`config.mk`:
```
export PLATFORM = sky130hd
export DESIGN_NAME = losd_core
export DESIGN_NICKNAME = d
export VERILOG_FILES = /design/src/losd_pkg.sv /design/src/losd_core.sv
export VERILOG_INCLUDE_DIRS = /design/src /design/src/src
export SDC_FILE = /design/constraint.sdc
export NUM_CORES = 1
export LEC_CHECK = 0
export ABC_CLOCK_PERIOD_IN_PS = 2640
export BUFFER_PORTS_ARGS = -buffer_cell sky130_fd_sc_hd__buf_2
export CORE_MARGIN = 4
export CORE_UTILIZATION = 51
export DETAILED_ROUTE_END_ITERATION = 16
export PLACE_DENSITY = 0.77
export SKIP_LAST_GASP = 1
export SYNTH_ARGS = -nofsm -noshare
export SYNTH_HDL_FRONTEND = slang
export SYNTH_SLANG_ARGS = --single-unit
```
`constraint.sdc`:
```
create_clock -name clk_in -period 2.64 [get_ports clk_in]
set_clock_uncertainty 0.05 [all_clocks]
set_input_delay 0.396 -clock clk_in [delete_from_list [all_inputs] [get_ports clk_in]]
set_output_delay 0.396 -clock clk_in [all_outputs]
set_load 0.02 [all_outputs]
```
`src/losd_params.svh`:
```
// Constants for the LO synthesizer dividers and block standby control.
// Included by the package and by the core; holds definitions only.
`ifndef LOSD_PARAMS_SVH
`define LOSD_PARAMS_SVH

// Standby register reset value and bit positions
`define LOSD_BLOCK_STANDBY_BITS_RESET 8'hff
`define LOSD_BLOCK_STANDBY_BITS_USED 8'hfd
`define LOSD_BIT_ADC 0
`define LOSD_BIT_FRONTEND 2
`define LOSD_BIT_GAIN 3
`define LOSD_BIT_CLKSYN 4
`define LOSD_BIT_OSC 5
`define LOSD_BIT_LO 6
`define LOSD_BIT_REF 7

// Field widths
`define LOSD_BLOCK_STANDBY_BITS_W 8
`define LOSD_REF_W 14
`define LOSD_SWALLOW_W 3
`define LOSD_MAIN_W 13
`define LOSD_CODE_W 3
`define LOSD_LEVEL_W 4
`define LOSD_PRE_W 4

// Prescaler last counts: divide by eight and by nine
`define LOSD_PRE_LAST8 4'h7
`define LOSD_PRE_LAST9 4'h8

// Fast acquire limits in pump units above the base unit
`define LOSD_FA_FLOOR 3'h1
`define LOSD_BOOST_MAX 3'h7

`endif

```
`src/losd_pkg.sv`:
```
// Types shared by the LO synthesizer core and its bench.
// Assumes losd_params.svh is on the include path.
`include "losd_params.svh"
`default_nettype none

package losd_pkg;

    // Settings written over the serial configuration port
    typedef struct packed {
        logic [`LOSD_SWALLOW_W-1:0] lo_swallow_count;
        logic [`LOSD_MAIN_W-1:0] lo_main_count;
        logic [`LOSD_REF_W-1:0] lo_reference_divide;
        logic [`LOSD_CODE_W-1:0] lo_pump_current_code;
        logic lo_fast_acquire_enable;
        logic [`LOSD_REF_W-1:0] fast_acquire_divisor;
    } losd_cfg_t;

    // Charge pump command; level counts 0.625 mA units
    typedef struct packed {
        logic up;
        logic dn;
        logic oe;
        logic [`LOSD_LEVEL_W-1:0] level;
    } losd_pump_t;

    // Decoded power controls, each high while that block is off
    typedef struct packed {
        logic master_ref_off;
        logic ref_off;
        logic lo_off;
        logic osc_off;
        logic clksyn_off;
        logic gain_dac_off;
        logic frontend_off;
        logic adc_off;
        logic clkbuf_off;
    } losd_block_standby_bits_t;

    typedef enum logic [2:0] {
        LOSD_PFD_IDLE = 3'h1,
        LOSD_PFD_UP = 3'h2,
        LOSD_PFD_DN = 3'h4
    } losd_pfd_t;

endpackage

`default_nettype wire

```
`src/losd_core.sv`:
```
// LO synthesizer digital core: reference and feedback dividers,
// phase-frequency detector, pump current control, standby register.
// Assumes settings come from same-clock configuration logic;
// ref_in and vco_in are pins sampled at clk_in.
`include "losd_params.svh"
`default_nettype none

module losd_core (
    input wire logic clk_in,
    input wire logic nrst_in,
    input wire logic ref_in,
    input wire logic vco_in,
    input wire logic block_standby_bits_wr_in,
    input wire logic [`LOSD_BLOCK_STANDBY_BITS_W-1:0] block_standby_bits_wdata_in,
    input wire losd_pkg::losd_cfg_t cfg_in,
    output logic [`LOSD_BLOCK_STANDBY_BITS_W-1:0] block_standby_bits_out,
    output losd_pkg::losd_block_standby_bits_t block_standby_bits_dec_out,
    output losd_pkg::losd_pump_t lo_pump_out,
    output logic ref_cmp_pulse_out,
    output logic fb_cmp_pulse_out
);
    import losd_pkg::*;

    function automatic logic [`LOSD_CODE_W-1:0] losd_max3(
        input logic [`LOSD_CODE_W-1:0] a,
        input logic [`LOSD_CODE_W-1:0] b,
        input logic [`LOSD_CODE_W-1:0] c
    );
        logic [`LOSD_CODE_W-1:0] m;
        m = (a > b) ? a : b;
        return (m > c) ? m : c;
    endfunction

    function automatic losd_block_standby_bits_t losd_decode(
        input logic [`LOSD_BLOCK_STANDBY_BITS_W-1:0] s
    );
        losd_block_standby_bits_t d;
        d.master_ref_off = ((s & `LOSD_BLOCK_STANDBY_BITS_USED) == `LOSD_BLOCK_STANDBY_BITS_USED);
        d.ref_off = s[`LOSD_BIT_REF];
        d.lo_off = s[`LOSD_BIT_LO];
        d.osc_off = s[`LOSD_BIT_OSC];
        d.clksyn_off = s[`LOSD_BIT_CLKSYN];
        d.gain_dac_off = s[`LOSD_BIT_GAIN];
        d.frontend_off = s[`LOSD_BIT_FRONTEND];
        d.adc_off = s[`LOSD_BIT_ADC];
        // Shared buffer stops only when both its users are off
        d.clkbuf_off = s[`LOSD_BIT_CLKSYN] & s[`LOSD_BIT_ADC];
        return d;
    endfunction

    // Pin synchronisers; edges are seen only on the second stage
    logic [1:0] pin_meta_q;
    logic [1:0] pin_sync_q;
    logic [1:0] pin_last_q;
    logic ref_edge;
    logic vco_edge;

    assign ref_edge = pin_sync_q[0] & ~pin_last_q[0];
    assign vco_edge = pin_sync_q[1] & ~pin_last_q[1];

    // Standby register
    logic [`LOSD_BLOCK_STANDBY_BITS_W-1:0] block_standby_bits_q;
    logic [`LOSD_BLOCK_STANDBY_BITS_W-1:0] block_standby_bits_d;
    losd_block_standby_bits_t block_standby_bits_dec_q;
    logic lo_off;

    assign block_standby_bits_d = block_standby_bits_wr_in ? block_standby_bits_wdata_in : block_standby_bits_q;
    assign lo_off = block_standby_bits_q[`LOSD_BIT_LO];

    // Reference divider
    logic [`LOSD_REF_W-1:0] ref_cnt_q;
    logic [`LOSD_REF_W-1:0] ref_cnt_d;
    logic ref_tc;

    // A divide value of zero behaves as one
    // Gated by standby so no reference comparison pulse leaves a sleeping synthesizer
    assign ref_tc = ref_edge & ~lo_off & (ref_cnt_q <= `LOSD_REF_W'(1));
    assign ref_cnt_d = lo_off ? '0 :
                       ref_tc ? cfg_in.lo_reference_divide :
                       ref_edge ? ref_cnt_q - `LOSD_REF_W'(1) :
                       ref_cnt_q;

    // Dual-modulus feedback divider
    logic [`LOSD_PRE_W-1:0] pre_cnt_q;
    logic [`LOSD_PRE_W-1:0] pre_cnt_d;
    logic [`LOSD_PRE_W-1:0] pre_last;
    logic [`LOSD_SWALLOW_W-1:0] swl_cnt_q;
    logic [`LOSD_SWALLOW_W-1:0] swl_cnt_d;
    logic [`LOSD_MAIN_W-1:0] main_cnt_q;
    logic [`LOSD_MAIN_W-1:0] main_cnt_d;
    logic pre_wrap;
    logic fb_tc;

    // The sampled VCO must stay well under a quarter of clk_in
    assign pre_last = (swl_cnt_q != '0) ? `LOSD_PRE_LAST9 : `LOSD_PRE_LAST8;
    assign pre_wrap = vco_edge & (pre_cnt_q == pre_last);
    assign pre_cnt_d = lo_off ? '0 :
                       pre_wrap ? '0 :
                       vco_edge ? pre_cnt_q + `LOSD_PRE_W'(1) :
                       pre_cnt_q;
    assign fb_tc = pre_wrap & (main_cnt_q <= `LOSD_MAIN_W'(1));
    // N = 9*swallow + 8*(main - swallow) = 8*main + swallow
    assign main_cnt_d = lo_off ? '0 :
                        fb_tc ? cfg_in.lo_main_count :
                        pre_wrap ? main_cnt_q - `LOSD_MAIN_W'(1) :
                        main_cnt_q;
    assign swl_cnt_d = lo_off ? '0 :
                       fb_tc ? cfg_in.lo_swallow_count :
                       (pre_wrap && swl_cnt_q != '0) ?
                           swl_cnt_q - `LOSD_SWALLOW_W'(1) :
                       swl_cnt_q;

    // Phase-frequency detector
    losd_pfd_t pfd_q;
    losd_pfd_t pfd_d;

    always_comb begin
        pfd_d = pfd_q;
        case (pfd_q)
            LOSD_PFD_IDLE: begin
                // Coincident edges mean no phase error
                if (ref_tc && !fb_tc) begin
                    pfd_d = LOSD_PFD_UP;
                end else if (fb_tc && !ref_tc) begin
                    pfd_d = LOSD_PFD_DN;
                end
            end
            LOSD_PFD_UP: begin
                if (fb_tc) begin
                    pfd_d = LOSD_PFD_IDLE;
                end
            end
            LOSD_PFD_DN: begin
                if (ref_tc) begin
                    pfd_d = LOSD_PFD_IDLE;
                end
            end
            default: begin
                pfd_d = LOSD_PFD_IDLE;
            end
        endcase
        if (lo_off) begin
            pfd_d = LOSD_PFD_IDLE;
        end
    end

    // Fast acquire: count T intervals across each detector pulse
    logic fa_on;
    logic pfd_active;
    logic pulse_end;
    logic t_hit;
    logic [`LOSD_REF_W-1:0] t_cnt_q;
    logic [`LOSD_REF_W-1:0] t_cnt_d;
    logic [`LOSD_CODE_W-1:0] mult_q;
    logic [`LOSD_CODE_W-1:0] mult_d;
    logic [`LOSD_CODE_W-1:0] boost_q;
    logic [`LOSD_CODE_W-1:0] boost_d;
    logic [`LOSD_CODE_W-1:0] fa_max;

    assign fa_on = cfg_in.lo_fast_acquire_enable & ~lo_off;
    assign pfd_active = (pfd_q != LOSD_PFD_IDLE);
    assign pulse_end = pfd_active & (pfd_d == LOSD_PFD_IDLE);
    // T is the buffered reference divided by the divisor
    assign t_hit = ({1'b0, t_cnt_q} + {{`LOSD_REF_W{1'b0}}, 1'b1})
                   >= {1'b0, cfg_in.fast_acquire_divisor};
    assign t_cnt_d = !(fa_on && pfd_active) ? '0 :
                     !ref_edge ? t_cnt_q :
                     t_hit ? '0 :
                     t_cnt_q + `LOSD_REF_W'(1);
    assign mult_d = !(fa_on && pfd_active) ? '0 :
                    (ref_edge && t_hit && mult_q != `LOSD_BOOST_MAX) ?
                        mult_q + `LOSD_CODE_W'(1) :
                    mult_q;
    // The measured width takes effect on the next pulse
    assign boost_d = !fa_on ? '0 :
                     pulse_end ? mult_q :
                     boost_q;
    assign fa_max = losd_max3(`LOSD_FA_FLOOR, cfg_in.lo_pump_current_code,
                              boost_q);

    // Pump command, registered so every pin comes from a flop
    losd_pump_t pump_q;
    losd_pump_t pump_d;

    assign pump_d.up = ~lo_off & (pfd_d == LOSD_PFD_UP);
    assign pump_d.dn = ~lo_off & (pfd_d == LOSD_PFD_DN);
    assign pump_d.oe = ~lo_off;
    assign pump_d.level = fa_on ?
        {1'b0, fa_max} + `LOSD_LEVEL_W'(1) :
        {1'b0, cfg_in.lo_pump_current_code} + `LOSD_LEVEL_W'(1);

    always_ff @(posedge clk_in) begin
        pin_meta_q <= {vco_in, ref_in};
        pin_sync_q <= pin_meta_q;
        pin_last_q <= pin_sync_q;
    end

    always_ff @(posedge clk_in) begin
        if (!nrst_in) begin
            block_standby_bits_q <= `LOSD_BLOCK_STANDBY_BITS_RESET;
            block_standby_bits_dec_q <= losd_decode(`LOSD_BLOCK_STANDBY_BITS_RESET);
        end else begin
            block_standby_bits_q <= block_standby_bits_d;
            block_standby_bits_dec_q <= losd_decode(block_standby_bits_d);
        end
    end

    always_ff @(posedge clk_in) begin
        if (!nrst_in) begin
            ref_cnt_q <= '0;
            pre_cnt_q <= '0;
            main_cnt_q <= '0;
            swl_cnt_q <= '0;
        end else begin
            ref_cnt_q <= ref_cnt_d;
            pre_cnt_q <= pre_cnt_d;
            main_cnt_q <= main_cnt_d;
            swl_cnt_q <= swl_cnt_d;
        end
    end

    always_ff @(posedge clk_in) begin
        if (!nrst_in) begin
            pfd_q <= LOSD_PFD_IDLE;
            t_cnt_q <= '0;
            mult_q <= '0;
            boost_q <= '0;
            pump_q <= '0;
            ref_cmp_pulse_out <= 1'b0;
            fb_cmp_pulse_out <= 1'b0;
        end else begin
            pfd_q <= pfd_d;
            t_cnt_q <= t_cnt_d;
            mult_q <= mult_d;
            boost_q <= boost_d;
            pump_q <= pump_d;
            ref_cmp_pulse_out <= ref_tc;
            fb_cmp_pulse_out <= fb_tc;
        end
    end

    assign block_standby_bits_out = block_standby_bits_q;
    assign block_standby_bits_dec_out = block_standby_bits_dec_q;
    assign lo_pump_out = pump_q;
endmodule

`default_nettype wire

```
==> impl_summary.log <==
[metrics] endpoint arrival time on the critical path: 3.24 ns
[metrics] Total Routing Usage GR: 0.233
[metrics] area of the mapped netlist: 0.00471 mm²
[metrics] share of the yosys chip area belonging to registers: 0.349
[metrics] proportion of layout cells with a drive suffix above 1: 0.277
[metrics] Starting Density: 0.532
[metrics] Final Slew Violations: 0
[metrics] Worst Tran Pin Value: 0.612 ns
[metrics] cell depth of the worst hold path: 1
[metrics] most frequently used cell type in the post-synthesis netlist: sky130_fd_sc_hd__dfxtp_1
[metrics] Worst Setup Path Type: flip-flop to flip-flop
[metrics] cell type with the largest total area after synthesis: sky130_fd_sc_hd__dfxtp_1
[metrics] final weighted congestion in routability-driven placement: 0.843
[metrics] most used flip-flop cell after synthesis: sky130_fd_sc_hd__dfxtp_1
[metrics] iteration-0 DRC count of the detailed router: 207
[metrics] Sink Count: 82
[metrics] hold_buf cts: 0
[metrics] Max Freq: 0.331 GHz
[metrics] Worst Slack Setup Final: -0.379 ns
[metrics] Worst path most repeated cell: sky130_fd_sc_hd__o21ai_2
[metrics] vertical die dimension: 104 µm
[metrics] cells along the critical path: ha_4 > and3_4 > nand4_1 > nor2_2 > xor2_1 > ha_1 > a21o_1 > a21oi_2 > o21ai_2 > a211oi_4 > buf_12 > buf_16 > o21ai_2 > a21oi_1
[metrics] ys async rst share: 0
[metrics] global route total overflow: 0
[metrics] ANT nets after route: 0
[metrics] Hold Crit Start: vco_in
[metrics] placement row count: 34
[metrics] Avg Synthesized Cell Area: 8.03 µm²
[metrics] worst-case register-to-register setup slack: -0.38 ns
[metrics] kind of cell adding the most delay to the critical path: compound AO/OA/AOI/OAI gates
[metrics] Final Cell Area: 0.00587 mm²
[metrics] Worst EP required: 2.86 ns
[metrics] TritonCTS Buffers: 9
[metrics] area of placed instances: 0.00531 mm²
[metrics] overall power after layout: 2.49 mW
[metrics] first-pass GRT wire length: 21400 µm
[metrics] Power Dens Cells: 425 mW/mm²
[metrics] Seq cells post-synth: 82
[metrics] area used by sequential logic in the layout: 0.00165 mm²
[metrics] setup violators final: 17
[metrics] violations in the final reports: negative setup slack
[metrics] number of global-route vias before repair: 4769
[metrics] crit path from: t_cnt_q[1]$_SDFFE_PN0P_
[metrics] startpoint type of the worst setup path: flip-flop
[metrics] die area: 0.0108 mm²
[metrics] capture instance of the worst register-to-register path: t_cnt_q[5]$_SDFFE_PN0P_
[metrics] net count after synthesis: 675
[metrics] CTS tree: yes
[metrics] number of warnings printed during yosys synthesis: 0
[metrics] layout net count: 784
[metrics] DRT Wirelength: 12800 µm
[metrics] overall via count from detail_route: 4680
[metrics] Remaining DRCs: 0
[metrics] Multi-input gate area: 0.00285 mm²
[metrics] pin count of the biggest net entering global routing: 36
[metrics] area added between synthesis and finish: 24.6%
[metrics] Core Box Area: 0.00885 mm²
[metrics] critical path endpoint category: flip-flop
[metrics] peak per-stage delay on the critical path: 0.37 ns
[metrics] Hold Vio Cnt, Final: 0
[metrics] number of I/O pins: 87
[metrics] Min-Delay Path Class: primary input to flip-flop
[metrics] final worst-path cycle share: 1.14
[metrics] post-layout minimum cycle time: 3.02 ns
[metrics] clock transition at the registers of the reported paths: 0.09 ns
[metrics] cell count of the worst reg-to-reg path: 14
[metrics] Critical Path Slowest Stage Cell: sky130_fd_sc_hd__dfxtp_2
[metrics] Crit path buffers/inverters: 2
[metrics] outcome: finished with violations
[metrics] width of the chip: 104 µm
[metrics] static leakage: 2.40 nW
[metrics] maximum buffer depth of the clock tree: 2
[metrics] H-Tree Level Count: 3
[metrics] Netlist cell types: 61
[metrics] Fill cells: 737
[metrics] RSZ-0062 raised after global routing: yes
[metrics] root cell of the clock tree: sky130_fd_sc_hd__clkbuf_8
[metrics] cell types occupying the most area after synthesis: sky130_fd_sc_hd__dfxtp_1, sky130_fd_sc_hd__ha_1, sky130_fd_sc_hd__nand2_1
[metrics] Slew headroom: 0.588
[metrics] worst-case hold path end point: pin_meta_q[1]$_DFF_P_
[metrics] EDFF count, synth: 0
[metrics] vias per cell: 5.79
[metrics] detailed placer's ending HPWL: 8490 µm
[metrics] antenna violations before repair: 0
[metrics] worst-case vdd ir drop: 0.000341 V
[metrics] count of TritonRoute iterations in the first routing pass: 7
[metrics] maxcap violations: 0
[metrics] worst-skew pair later-pin latency: 0.35 ns
[metrics] Worst Path Max Fanout: 7
[metrics] area fraction of the dominant cell type after synthesis: 0.349
[metrics] reg2reg start: t_cnt_q[1]$_SDFFE_PN0P_
[metrics] gate count after technology mapping: 586
[metrics] antenna cells: 0
[metrics] routed length per instance: 15.8 µm
[metrics] list of most frequent post-synthesis cells: sky130_fd_sc_hd__dfxtp_1, sky130_fd_sc_hd__nand2_1, sky130_fd_sc_hd__a21oi_1
[metrics] input/output buffers: 86
==> routing by layer <==
| metal | part of all wire | global-route usage |
|---|---|---|
| met1 | 0.41 | 0.265 |
| met5 | 0 | 0 |
| met4 | 0.026 | 0.0902 |
| met3 | 0.054 | 0.0577 |
| met2 | 0.50 | 0.419 |
==> kinds of logic (layout without fill, tap and decap cells) <==
logic type | after synthesis | count (layout) | synth area share
AO/OA/AOI/OAI | 151 | 151 | 0.199
XOR/XNOR | 14 | 14 | 0.0260
adder cells (fa/ha/maj) | 28 | 28 | 0.0744
buffers and inverters | 75 | 189 | 0.0712
flip-flops | 82 | 82 | 0.349
multiplexers | 13 | 13 | 0.0290
AND/OR/NAND/NOR | 223 | 223 | 0.252
==> state kept, by name (all words and copies together) (netlist names), 3 cells and up <==
name                    cells
pfd_q                       3
t_cnt_q                    14
boost_q                     3
lo_pump_out                 7
pre_cnt_q                   4
main_cnt_q                 13
mult_q                      3
block_standby_bits_out      8
ref_cnt_q                  14
swl_cnt_q                   3
==> layout make-up <==
| type | instances | area share |
|---|---|---|
| clock buffers | 12 | 0.0264 |
| clock inverters | 4 | 0.00832 |
| inverters | 35 | 0.0224 |
| multi-input cells | 429 | 0.486 |
| flip-flops and latches | 82 | 0.281 |
| well taps | 108 | 0.0230 |
| repair buffers | 138 | 0.153 |
==> stage by stage <==
stage          setup TNS, ns  hold WS [ns]   util  setup WS (ns)  cells
6_report               -5.61        0.0966  0.663         -0.379    808
4_1_cts                -1.37        0.0827  0.658         -0.138    806
5_1_grt                -6.19        0.0816  0.663         -0.421    808
3_3_place_gp        -0.00314         0.263  0.600       -0.00314    767
3_5_place_dp           -2.03         0.262  0.600         -0.200    767
2_1_floorplan         -0.118         0.260      -        -0.0159    586
==> report_power, final <==
group          switching (mW)  internal (mW)  total (mW)
clock                   0.455          0.489       0.943
combinational           0.162          0.113       0.275
sequential             0.0147           1.26        1.27
==> cells in the final DEF, fill, tap and decap left out, types with 6 or more instances in the layout <==
master	Yosys	layout
sky130_fd_sc_hd__clkbuf_8	0	11
sky130_fd_sc_hd__nor2b_1	8	8
sky130_fd_sc_hd__o21ai_1	25	25
sky130_fd_sc_hd__nor2_1	33	32
sky130_fd_sc_hd__mux2i_1	11	11
sky130_fd_sc_hd__xnor2_1	10	10
sky130_fd_sc_hd__nand2b_1	9	9
sky130_fd_sc_hd__nor3_1	18	17
sky130_fd_sc_hd__dfxtp_1	82	80
sky130_fd_sc_hd__a221oi_1	6	6
sky130_fd_sc_hd__o21ai_0	27	25
sky130_fd_sc_hd__and2_1	10	10
sky130_fd_sc_hd__buf_2	7	86
sky130_fd_sc_hd__ha_1	28	27
sky130_fd_sc_hd__a21oi_1	42	41
sky130_fd_sc_hd__nand3_1	32	24
sky130_fd_sc_hd__nand3_2	0	8
sky130_fd_sc_hd__inv_1	34	34
sky130_fd_sc_hd__nand2_1	58	56
sky130_fd_sc_hd__buf_4	10	46
sky130_fd_sc_hd__a211oi_1	8	8
sky130_fd_sc_hd__nand4_1	9	9
sky130_fd_sc_hd__a31oi_1	7	7
==> what timing repair did <==
item	CTS	global route
buffers inserted	21	3
pin swaps	18	9
cloned	2	0
setup endpoints to repair	17	18
gates resized for setup	19	8
==> worst max-delay path by stage <==
| stage | endpoint | slack, ns | cells after the start |
|---|---|---|---|
| after floorplan | t_cnt_q[4]$_SDFFE_PN0P_ | -0.02 | 13 |
| after global placement | mult_q[0]$_SDFFE_PN0P_ | -0.003 | 12 |
| after detailed placement | t_cnt_q[2]$_SDFFE_PN0P_ | -0.20 | 13 |
| after CTS | mult_q[0]$_SDFFE_PN0P_ | -0.14 | 14 |
| after global routing | t_cnt_q[10]$_SDFFE_PN0P_ | -0.42 | 18 |
| final | t_cnt_q[5]$_SDFFE_PN0P_ | -0.38 | 14 |
No activity file was read; power rests on OpenSTA's default activity.
